## src/swse_pkg.sv

```systemverilog
// Package of opcodes, fields and constants for the subtract and word-store execute block
package swse_pkg;
  localparam logic [5:0] OP_REG_MAJOR = 6'h00;
  localparam logic [5:0] OP_FLOAT_MAJOR = 6'h11;
  localparam logic [5:0] OP_STORE_WORD = 6'h2b;
  localparam logic [5:0] OP_STORE_LEFT = 6'h2a;
  localparam logic [5:0] OP_FP_WORD_STORE = 6'h39;
  localparam logic [5:0] OP_CP2_WORD_STORE = 6'h3a;
  localparam logic [5:0] OP_FP_INDEXED = 6'h13;
  localparam logic [5:0] FN_SUB_TRAP = 6'h22;
  localparam logic [5:0] FN_SUB_MOD = 6'h23;
  localparam logic [5:0] FN_FP_SUB = 6'h01;
  localparam logic [5:0] FN_IDX_DOUBLE_STORE = 6'h0d;
  localparam logic [4:0] FMT_SINGLE = 5'h10;
  localparam logic [4:0] FMT_DOUBLE = 5'h11;
  localparam logic [4:0] FMT_PAIRED = 5'h16;
  // Mode codes handed to the float datapath
  localparam logic [1:0] MODE_SINGLE = 2'h0;
  localparam logic [1:0] MODE_DOUBLE = 2'h1;
  localparam logic [1:0] MODE_PAIRED = 2'h2;
  localparam int OP_HI = 31;
  localparam int OP_LO = 26;
  localparam int FN_HI = 5;
  localparam int FN_LO = 0;
  localparam int FMT_HI = 25;
  localparam int FMT_LO = 21;
  localparam int OFFS_HI = 15;
  localparam int WORD_W = 32;
  localparam int ADDR_LSB_W = 3;
  localparam logic [7:0] MASK_LO_WORD = 8'h0f;
  localparam logic [7:0] MASK_ALL = 8'hff;
  localparam logic [7:0] MASK_NONE = 8'h00;
  localparam logic [2:0] DW_ALIGN = 3'h0;
  // Exception cause vector bit positions
  localparam int EX_INT_OVF = 0;
  localparam int EX_ADDR_ERR = 1;
  localparam int EX_TLB_REFILL = 2;
  localparam int EX_TLB_INVALID = 3;
  localparam int EX_TLB_MODIFIED = 4;
  localparam int EX_WATCH = 5;
  localparam int EX_COP_UNUSABLE = 6;
  localparam int EX_RESERVED = 7;
  localparam int EX_FP = 8;
  localparam int EX_W = 9;
  // Float exception flag positions: inexact, underflow, overflow, invalid, unimplemented
  localparam int FX_W = 5;
  typedef enum logic [1:0] {SWSE_IDLE, SWSE_XLATE, SWSE_FPWAIT} swse_state_t;
endpackage

```

## src/swse_exec.sv

```systemverilog
// Execute stage for word subtracts, float subtract and the word-store family
`timescale 1ns/1ns
// ----------------------------------------------------------------------------
// Overview of operation
// (RULE1) Trapping word subtract decodes register major opcode, function 100010.
// (RULE2) Trapping subtract overflow leaves destination unchanged, raises integer overflow.
// (RULE3) Non-overflowing trapping difference is sign-extended and written to destination.
// (RULE4) Non sign-extended word sources give an unpredictable result.
// (RULE5) Modulo subtract sign-extends the 32-bit difference, never traps.
// (RULE6) Float subtract under float major opcode, function 000001, rounds per control.
// (RULE7) Paired-single subtracts both halves and ORs their exception flags.
// (RULE8) Paired-single result is unpredictable in 16-register float mode.
// (RULE9) Float subtract raises float exceptions, coprocessor-unusable, reserved.
// (RULE10) Invalid registers or wrong formats make float results unpredictable.
// (RULE11) Indexed double store adds base and index, drops low 3 bits.
// (RULE12) Indexed double store never raises address error.
// (RULE13) Indexed double store unpredictable in 16-register float mode.
// (RULE14) Word store address is base plus sign-extended offset, low 32 bits.
// (RULE15) Misaligned word store raises address error and writes nothing.
// (RULE16) Reverse-endian adjusts address bits; lane from bit 2 and cpu order.
// (RULE17) Float word store writes low float word aligned, checks alignment.
// (RULE18) Coprocessor 2 word store uses same addressing and alignment check.
// (RULE19) Stores may raise translation, address and watch; coprocessors more.
// (RULE20) Left-part store writes 1 to 4 top bytes into the aligned word.
// (RULE21) Left-part store sources from the low word of the register.
// (RULE22) Any store exception suppresses the memory write entirely.
// ----------------------------------------------------------------------------
module swse_exec
  import swse_pkg::*;
(
  input wire logic core_clk_i, // Core clock
  input wire logic rst_n_i, // Synchronous reset, active low
  input wire logic issue_valid_i, // Instruction presented
  output logic issue_ready_o, // Block can take an instruction
  input wire logic [31:0] instr_i, // Instruction word
  input wire logic [63:0] src_a_i, // First source or base general register
  input wire logic [63:0] src_b_i, // Second source or index general register
  input wire logic [63:0] store_gr_i, // Store data general register
  input wire logic [63:0] float_fs_i, // First float operand or store data
  input wire logic [63:0] float_ft_i, // Second float operand
  input wire logic [63:0] cp2_reg_i, // Coprocessor 2 store data register
  input wire logic float_major_opcode_usable_i, // Float unit usable
  input wire logic cop2_usable_i, // Coprocessor 2 usable
  input wire logic fr_32_mode_i, // Float unit in 32-register mode
  input wire logic reverse_byte_order_flag_i, // Reverse endian for user mode
  input wire logic cpu_byte_order_flag_i, // CPU big-endian
  output logic gr_we_o, // General register write strobe
  output logic [63:0] gr_wdata_o, // General register write data
  output logic fr_req_o, // Float subtract request to float datapath
  output logic [1:0] fr_mode_o, // 0 single, 1 double, 2 paired
  output logic [63:0] fr_a_o, // Float minuend
  output logic [63:0] fr_b_o, // Float subtrahend
  input wire logic fr_done_i, // Float datapath result ready
  input wire logic [FX_W-1:0] fr_flags_hi_i, // Upper half flags, rounding per control
  input wire logic [FX_W-1:0] fr_flags_lo_i, // Lower half flags
  output logic fp_we_o, // Float register write strobe
  output logic [FX_W-1:0] fp_flags_o, // Float exception flags reported
  output logic xl_req_o, // Translation request
  output logic [63:0] xl_vaddr_o, // Virtual address
  input wire logic xl_done_i, // Translation answer
  input wire logic [63:0] xl_paddr_i, // Physical address
  input wire logic xl_refill_i, // Translation refill fault
  input wire logic xl_invalid_i, // Translation invalid fault
  input wire logic xl_modified_i, // Translation modified fault
  input wire logic xl_watch_i, // Watch match
  output logic mem_we_o, // Memory doubleword store strobe
  output logic [63:0] mem_paddr_o, // Store physical address
  output logic [63:0] mem_wdata_o, // Store doubleword data
  output logic [7:0] mem_be_o, // Byte enables
  output logic exc_o, // Exception pulse
  output logic [EX_W-1:0] exc_cause_o, // Exception cause vector
  output logic unpredictable_o // Result of this instruction is unpredictable
);


  // --------------------------------------------------------------------------
  // State declaration
  // --------------------------------------------------------------------------
  typedef struct packed {
    swse_state_t st;
    logic gr_we;
    logic [63:0] gr_wdata;
    logic fr_req;
    logic [1:0] fr_mode;
    logic [63:0] fr_a;
    logic [63:0] fr_b;
    logic fp_we;
    logic [FX_W-1:0] fp_flags;
    logic xl_req;
    logic [63:0] vaddr;
    logic [63:0] data;
    logic [7:0] be;
    logic sized_word;
    logic cop_store;
    logic mem_we;
    logic [63:0] mem_paddr;
    logic [63:0] mem_wdata;
    logic [7:0] mem_be;
    logic exc;
    logic [EX_W-1:0] cause;
    logic unpred;
  } swse_state_s_t;

  swse_state_s_t s_r;
  swse_state_s_t s_nxt;


  // --------------------------------------------------------------------------
  // Helper functions
  // --------------------------------------------------------------------------
  // A value is a proper word when bits 63..31 all match
  function automatic logic swse_not_word(input logic [63:0] v);
    return !((&v[63:31]) || !(|v[63:31]));
  endfunction

  function automatic logic [63:0] swse_sext32(input logic [31:0] w);
    return {{WORD_W{w[31]}}, w};
  endfunction

  // Place a low word into the lane that virtual bit 2 and cpu order select
  function automatic logic [63:0] swse_lane(input logic [31:0] w, input logic hi);
    return hi ? {w, 32'h0000_0000} : {32'h0000_0000, w};
  endfunction

  // Datapath mode code for a format that has already passed the legality check
  function automatic logic [1:0] swse_fmt_mode(input logic [4:0] f);
    logic [1:0] m;
    if (f == FMT_SINGLE) begin
      m = MODE_SINGLE;
    end else if (f == FMT_DOUBLE) begin
      m = MODE_DOUBLE;
    end else begin
      m = MODE_PAIRED;
    end
    return m;
  endfunction

  // Paired-single reports both halves; the other formats use only the lower result
  function automatic logic [FX_W-1:0] swse_fp_flags(input logic [1:0] mode,
                                                   input logic [FX_W-1:0] hi,
                                                   input logic [FX_W-1:0] lo);
    return (mode == MODE_PAIRED) ? (hi | lo) : lo; // RULE7
  endfunction

  // --------------------------------------------------------------------------
  // Field decode
  // --------------------------------------------------------------------------

  logic [5:0] op;
  logic [5:0] fn;
  logic [4:0] fmt;
  logic [63:0] offs_ea;
  logic [63:0] idx_ea;
  logic [32:0] diff;
  logic [1:0] byte_sel;
  logic lane_hi;
  logic [31:0] left_word;
  logic [3:0] left_be;

  assign op = instr_i[OP_HI:OP_LO];
  assign fn = instr_i[FN_HI:FN_LO];
  assign fmt = instr_i[FMT_HI:FMT_LO];
  assign offs_ea = src_a_i + {{48{instr_i[OFFS_HI]}}, instr_i[OFFS_HI:0]}; // RULE14
  assign idx_ea = src_a_i + src_b_i; // RULE11
  assign diff = {src_a_i[31], src_a_i[31:0]} - {src_b_i[31], src_b_i[31:0]};
  assign byte_sel = offs_ea[1:0] ^ {2{cpu_byte_order_flag_i}};
  assign lane_hi = offs_ea[2] ^ cpu_byte_order_flag_i; // RULE16
  // Top bytes of the low source word shifted down into the lower lanes
  assign left_word = store_gr_i[31:0] >> (8 * (3 - byte_sel)); // RULE20 RULE21
  assign left_be = 4'hf >> (3 - byte_sel); // RULE20


  // --------------------------------------------------------------------------
  // Next-state logic
  // --------------------------------------------------------------------------
  // Ready only while idle; a busy block ignores any issue request
  assign issue_ready_o = (s_r.st == SWSE_IDLE);

  always_comb begin
    s_nxt = s_r;
    s_nxt.gr_we = 1'b0;
    s_nxt.fp_we = 1'b0;
    s_nxt.mem_we = 1'b0;
    s_nxt.exc = 1'b0;
    s_nxt.fr_req = 1'b0;
    unique case (s_r.st)
      SWSE_IDLE: begin
        if (issue_valid_i) begin
          s_nxt.cause = '0;
          s_nxt.unpred = 1'b0;
          s_nxt.sized_word = 1'b1;
          s_nxt.cop_store = 1'b0;
          s_nxt.vaddr = offs_ea;
          s_nxt.data = swse_lane(store_gr_i[31:0], lane_hi); // RULE14
          s_nxt.be = lane_hi ? ~MASK_LO_WORD : MASK_LO_WORD;
          if (op == OP_REG_MAJOR && (fn == FN_SUB_TRAP || fn == FN_SUB_MOD)) begin
            s_nxt.unpred = swse_not_word(src_a_i) || swse_not_word(src_b_i); // RULE4
            if (fn == FN_SUB_TRAP && diff[32] != diff[31]) begin // RULE1 RULE2
              s_nxt.exc = 1'b1;
              s_nxt.cause[EX_INT_OVF] = 1'b1;
            end else begin
              s_nxt.gr_we = 1'b1; // RULE3 RULE5
              s_nxt.gr_wdata = swse_sext32(diff[31:0]);
            end
          end else if (op == OP_FLOAT_MAJOR && fn == FN_FP_SUB) begin // RULE6
            if (!float_major_opcode_usable_i) begin // RULE9
              s_nxt.exc = 1'b1;
              s_nxt.cause[EX_COP_UNUSABLE] = 1'b1;
            end else if (fmt != FMT_SINGLE && fmt != FMT_DOUBLE && fmt != FMT_PAIRED) begin
              s_nxt.exc = 1'b1;
              s_nxt.cause[EX_RESERVED] = 1'b1; // RULE9
            end else begin
              s_nxt.fr_req = 1'b1;
              s_nxt.fr_mode = swse_fmt_mode(fmt); // RULE6
              s_nxt.fr_a = float_fs_i;
              s_nxt.fr_b = float_ft_i;
              // Odd register numbers are not valid double holders in 16-register mode
              s_nxt.unpred = (fmt == FMT_PAIRED && !fr_32_mode_i) // RULE8
                || (fmt != FMT_SINGLE && !fr_32_mode_i
                    && (instr_i[11] || instr_i[16] || instr_i[6])); // RULE10
              s_nxt.st = SWSE_FPWAIT;
            end
          end else if (op == OP_FP_INDEXED && fn == FN_IDX_DOUBLE_STORE) begin
            if (!float_major_opcode_usable_i) begin
              s_nxt.exc = 1'b1;
              s_nxt.cause[EX_COP_UNUSABLE] = 1'b1;
            end else begin
              s_nxt.vaddr = {idx_ea[63:ADDR_LSB_W], DW_ALIGN}; // RULE11 RULE12
              s_nxt.data = float_fs_i;
              s_nxt.be = MASK_ALL;
              s_nxt.sized_word = 1'b0;
              s_nxt.cop_store = 1'b1;
              s_nxt.unpred = !fr_32_mode_i; // RULE13
              s_nxt.xl_req = 1'b1;
              s_nxt.st = SWSE_XLATE;
            end
          end else if (op == OP_STORE_WORD || op == OP_FP_WORD_STORE
                       || op == OP_CP2_WORD_STORE || op == OP_STORE_LEFT) begin
            if (op == OP_FP_WORD_STORE) begin
              s_nxt.data = swse_lane(float_fs_i[31:0], lane_hi); // RULE17
              s_nxt.cop_store = 1'b1;
            end else if (op == OP_CP2_WORD_STORE) begin
              s_nxt.data = swse_lane(cp2_reg_i[31:0], lane_hi); // RULE18
              s_nxt.cop_store = 1'b1;
            end else if (op == OP_STORE_LEFT) begin
              s_nxt.data = swse_lane(left_word, lane_hi);
              s_nxt.be = lane_hi ? {left_be, 4'h0} : {4'h0, left_be};
              s_nxt.sized_word = 1'b0;
            end
            if ((op == OP_FP_WORD_STORE && !float_major_opcode_usable_i)
                || (op == OP_CP2_WORD_STORE && !cop2_usable_i)) begin // RULE19
              s_nxt.exc = 1'b1;
              s_nxt.cause[EX_COP_UNUSABLE] = 1'b1;
            end else if (op != OP_STORE_LEFT && offs_ea[1:0] != 2'h0) begin // RULE15 RULE17 RULE18
              s_nxt.exc = 1'b1;
              s_nxt.cause[EX_ADDR_ERR] = 1'b1;
            end else begin
              s_nxt.xl_req = 1'b1;
              s_nxt.st = SWSE_XLATE;
            end
          end else begin
            s_nxt.exc = 1'b1;
            s_nxt.cause[EX_RESERVED] = 1'b1;
          end
        end
      end
      SWSE_XLATE: begin
        // Fault lines are only meaningful alongside the answer strobe
        if (xl_done_i) begin
          s_nxt.xl_req = 1'b0;
          s_nxt.st = SWSE_IDLE;
          s_nxt.cause[EX_TLB_REFILL] = xl_refill_i; // RULE19
          s_nxt.cause[EX_TLB_INVALID] = xl_invalid_i;
          s_nxt.cause[EX_TLB_MODIFIED] = xl_modified_i;
          s_nxt.cause[EX_WATCH] = xl_watch_i;
          if (xl_refill_i || xl_invalid_i || xl_modified_i || xl_watch_i) begin
            s_nxt.exc = 1'b1; // RULE22
          end else begin
            s_nxt.mem_we = 1'b1;
            s_nxt.mem_paddr = {xl_paddr_i[63:ADDR_LSB_W],
                               xl_paddr_i[2:0] ^ {reverse_byte_order_flag_i, 2'h0}}; // RULE16
            s_nxt.mem_wdata = s_r.data;
            s_nxt.mem_be = s_r.be;
          end
        end
      end
      SWSE_FPWAIT: begin
        if (fr_done_i) begin
          s_nxt.st = SWSE_IDLE;
          s_nxt.fp_we = 1'b1;
          s_nxt.fp_flags = swse_fp_flags(s_r.fr_mode, fr_flags_hi_i, fr_flags_lo_i); // RULE7
          if (swse_fp_flags(s_r.fr_mode, fr_flags_hi_i, fr_flags_lo_i) != '0) begin
            s_nxt.exc = 1'b1;
            s_nxt.cause[EX_FP] = 1'b1; // RULE9
          end
        end
      end
      default: s_nxt.st = SWSE_IDLE;
    endcase
  end

  // --------------------------------------------------------------------------
  // State register
  // --------------------------------------------------------------------------
  always_ff @(posedge core_clk_i) begin
    if (!rst_n_i) begin
      s_r <= '{st: SWSE_IDLE, be: MASK_NONE, mem_be: MASK_NONE, default: '0};
    end else begin
      s_r <= s_nxt;
    end
  end

  // --------------------------------------------------------------------------
  // Outputs
  // --------------------------------------------------------------------------
  // Every output except issue_ready_o is a register bit, so the far side never sees decode glitches on them
  assign gr_we_o = s_r.gr_we;
  assign gr_wdata_o = s_r.gr_wdata;
  assign fr_req_o = s_r.fr_req;
  assign fr_mode_o = s_r.fr_mode;
  assign fr_a_o = s_r.fr_a;
  assign fr_b_o = s_r.fr_b;
  assign fp_we_o = s_r.fp_we;
  assign fp_flags_o = s_r.fp_flags;
  assign xl_req_o = s_r.xl_req;
  assign xl_vaddr_o = s_r.vaddr;
  assign mem_we_o = s_r.mem_we;
  assign mem_paddr_o = s_r.mem_paddr;
  assign mem_wdata_o = s_r.mem_wdata;
  assign mem_be_o = s_r.mem_be;
  assign exc_o = s_r.exc;
  assign exc_cause_o = s_r.cause;
  assign unpredictable_o = s_r.unpred;

endmodule // swse_exec

```

## config.mk

```make
export PLATFORM = sky130hd
export DESIGN_NAME = swse_exec
export DESIGN_NICKNAME = d
export VERILOG_FILES = /design/src/swse_pkg.sv /design/src/swse_exec.sv
export SDC_FILE = /design/constraint.sdc
export NUM_CORES = 1
export LEC_CHECK = 0
export BUFFER_PORTS_ARGS = -buffer_cell sky130_fd_sc_hd__buf_2
export CAP_MARGIN = 15
export CORE_MARGIN = 2
export CORE_UTILIZATION = 25
export CTS_CLUSTER_DIAMETER = 50
export DETAILED_ROUTE_END_ITERATION = 7
export PLACE_DENSITY = 0.43
export SLEW_MARGIN = 0
export SYNTH_ARGS = -nofsm -noshare
export SYNTH_HDL_FRONTEND = slang
export SYNTH_SLANG_ARGS = --single-unit
```

## constraint.sdc

```tcl
create_clock -name core_clk_i -period 4.69 [get_ports core_clk_i]
set_input_delay 0.938 -clock core_clk_i [delete_from_list [all_inputs] [get_ports core_clk_i]]
set_output_delay 0.938 -clock core_clk_i [all_outputs]
set_load 0.05 [all_outputs]
```

==> flow_summary_export.csv <==
group,metric,value,unit
run_status,status,"completed",
route,drt_iter0_drc,3091,
route,routed_wirelength,167000,um
route,routed-via-count,34304,
floorplan,die_h,362,um
clock_tree,clkSinkCount,457,
worst_hold_path,hold_start,"s_r[161]",
sta,final_max_slew_viol_count,0,
floorplan,io_pins,920,
global_route,met1_usage,29.7,%
placed_design,routabilityCongestion,0.967,
setup_path,r2r_setup_slack,1890,ps
route,route.detailed.drc,0,
clock_tree,cts_buffer_depth,3,
worst_hold_path,holdPathStages,2,
global_route,grt_start_max_net_pins,130,
placed_design,port_buffers,851,
global_route,grt-ovfl-total,0,
clock_tree,cts_hold_buf,0,
floorplan,core_region_area,127000,um^2
global_route,antenna_found_initial,27,
power_and_ir_drop,p_sw,4.62,mW
setup_path,timing.rr.start,"s_r[490]",
sta,clock_skew,25.5,ps
power_and_ir_drop,pwr-share-clk,45.3,%
setup_path,cpMaxStageDelayCell,"a221oi_1",
finish,area_growth,21.4,%
sta,hold_viol,0,
clock_tree,cts_tree,"built",
route,drt_pass1_iterations,6,
yosys,synth_seq_cells,457,
setup_path,endpoint_kind,"flop",
worst_hold_path,hold_end,"mem_wdata_o[3]",
setup_path,path_class,"input pin to flop",
sta,worst_slack,657,ps
finish,fin_area,38900,um^2
route,wl_per_cell,25.0,um
setup_path,crit_chain,"buf_2, buf_4, ha_1, nand4_1, nor3_1, buf_4, nand4_1, a221oi_1, buf_4, o21ai_0, nand3_1, a21boi_0, o21ai_0, mux2i_1, a21oi_1",
yosys,yosys_warnings,0,
global_route,use_met2,41.4,%
sta,timing.fmax,248,MHz
setup_path,start_kind,"input pin",
power_and_ir_drop,p_sw_share,34.6,%
floorplan,rows,131,
job,max_cap_viol_count,0,
sta,min_period,4030,ps
sta,tightest_slew,1180,ps
worst_hold_path,hold_path_class,"flop to flop",
placed_design,pre_cts_ws,24.9,ps
yosys,netlist_area,32100,um^2
finish,layout-drive-gt1-share,24.7,%
setup_path,worst_ep_arrival_time,4590,ps
clock_tree,cts_resized,0,
setup_path,cp_common_cell,"buf_4",
yosys,synth-edff-count,0,
setup_path,cp_max_fo,20,
yosys,async_flop_share,0,%
global_route,top_usage_layer,"met2",
setup_path,required,5250,ps
sta,rsz0062_at_grt,"no",
placed_design,post_dp_cell_area,36100,um^2
yosys,avgSynthCellArea,7.15,um^2
clock_tree,cts_root_buffer,"clkbuf_16",
global_route,grt_pass1_wl,234000,um
power_and_ir_drop,power.density_cell_area,343,nW/um^2
power_and_ir_drop,seq_power_share,30.6,%
floorplan,die-width,362,um
clock_tree,h-tree-depth,3,
setup_path,rr_endpoint,"fr_a_o[28]",
power_and_ir_drop,vdd_drop_max,0.243,mV
power_and_ir_drop,power.leakage,16.8,nW
yosys,synthFlopType,"dfxtp_1",
setup_path,r2r_cells,7,
power_and_ir_drop,intPower,8.72,mW
yosys,yosysSeqAreaShare,28.5,%
clock_tree,clock_latency,660,ps
clock_tree,clkTransAtPathRegs,60,ps
sta,fin_crit_sh,86.0,%
global_route,grtUsageTotal,24.2,%
floorplan,start_util,25.2,%
route,drtAntennaViolNets,0,
sta,relSlewSlack,21.0,%
power_and_ir_drop,p_comb_share,24.1,%
yosys,synth_fp_nets,5150,
global_route,met3_usage,5.51,%
sta,setup_violations,0,
clock_tree,cts_made_buffers,79,
yosys,ys_types,85,
route,viasPerCell,5.13,
global_route,grt_pass1_vias,32699,
yosys,synth_cells,4486,
floorplan,dieArea,131000,um^2
setup_path,max_stage_delay,480,ps
placed_design,post-dp-hpwl,133000,um
clock_tree,cts_setup_buffers,0,
finish,finalNetCount,5609,
[cell usage in the layout (no fill, tap or decap), types with 79 or more instances in the layout]
cell type / netlist / routed
o21ai_0: 264 / 264
ha_1: 158 / 158
dfxtp_1: 457 / 457
buf_2: 10 / 850
nor2_1: 284 / 282
inv_1: 105 / 105
nand2_1: 821 / 819
a21oi_1: 676 / 676
buf_4: 408 / 204
clkbuf_16: 0 / 79
xnor2_1: 98 / 96
nand3_1: 85 / 84
[area by class of cell]
cell class	count	area, um^2
Fill cell	14179	88400
Clock inverter	51	673
Timing Repair Buffer	1066	6030
Tap cell	1662	2080
Antenna cell	10	25.0
Clock buffer	95	2090
Multi-Input combinational cell	3233	18500
Inverter	108	413
Sequential cell	457	9150
[through the flow]
step           setup TNS [ps]  utilization [%]  cells  hold WS [ps]  total power, mW
2_1_floorplan               0                -   4486           429             6.03
3_3_place_gp            -3.11             28.4   6526           435             7.36
3_5_place_dp                0             28.4   6526           440             7.34
4_1_cts                     0             30.5   6672           426             13.5
5_1_grt                     0             30.5   6672           450             13.9
6_report                    0             30.6   6682           445             13.3
[state kept, by name (all words and copies together) (netlist names)]
register         cells
fr_req_o             1
fp_flags_o           5
fr_a_o              64
exc_o                1
mem_be_o             8
gr_wdata_o          32
unpredictable_o      1
mem_paddr_o         64
xl_req_o             1
s_r                 74
exc_cause_o          9
fp_we_o              1
fr_b_o              64
mem_we_o             1
fr_mode_o            2
xl_vaddr_o          64
mem_wdata_o         64
gr_we_o              1
[kinds of logic after synthesis]
kind of cell    after synthesis  share of synthesized area (%)
compound gates             1402                           26.1
xor+xnor                    137                           3.74
fa+ha+maj                   160                           6.29
buf+inv                     796                           14.2
flops                       457                           28.5
mux                          13                          0.406
simple gates               1521                           20.7
[worst max-delay path by stage]
stage,startpoint,end,slack (ps),depth (start not counted)
final,instr_i[15],xl_vaddr_o[58],660,15
after global routing,instr_i[15],xl_vaddr_o[58],460,15
after CTS,instr_i[15],xl_vaddr_o[58],750,15
after detailed placement,instr_i[15],xl_vaddr_o[58],20,15
after global placement,instr_i[15],xl_vaddr_o[58],-3,15
after floorplan,src_b_i[7],gr_wdata_o[21],930,12
[synth_stat cells (all sizes together), types with 29 or more instances]
cell,instances,area [um^2]
buf,436,3190
a31oi,49,307
nor2b,31,194
o21ai,273,1370
nand4,61,382
nor3,72,360
nand3,85,425
o21bai,33,248
a21o,50,375
ha,158,1980
xnor2,98,858
nand2,821,3080
xor2,39,342
a22oi,29,218
a211oi,30,225
nor2,284,1070
a21oi,676,3380
a221oi,38,333
clkbuf,252,946
nor4,45,288
o211ai,30,230
dfxtp,457,9150
inv,107,402
[power groups by stage]
stage	registers, mW	logic (mW)	clock network, mW
final	4.09	3.21	6.04
after global routing	4.09	3.44	6.38
after CTS	4.08	3.19	6.21
after detailed placement	4.16	3.17	0
after global placement	4.17	3.19	0
after floorplan	4.12	1.91	0
[critical path, delay by kind of cell]
| kind | cells | cell delay (ps) |
|---|---|---|
| AND/OR/NAND/NOR | 4 | 820 |
| buffers and inverters | 4 | 1070 |
| adder cells (fa/ha/maj) | 1 | 340 |
| AO/OA/AOI/OAI | 5 | 1120 |
| multiplexers | 1 | 280 |
[metal layers]
| metal | vias to the layer above | share of wire, % |
|---|---|---|
| li1 | 16342 | - |
| met2 | 1337 | 48 |
| met1 | 16338 | 41 |
| met4 | 32 | 3.6 |
| met5 | - | 0.12 |
| met3 | 255 | 7.5 |
(Power assumes the default switching activity.)
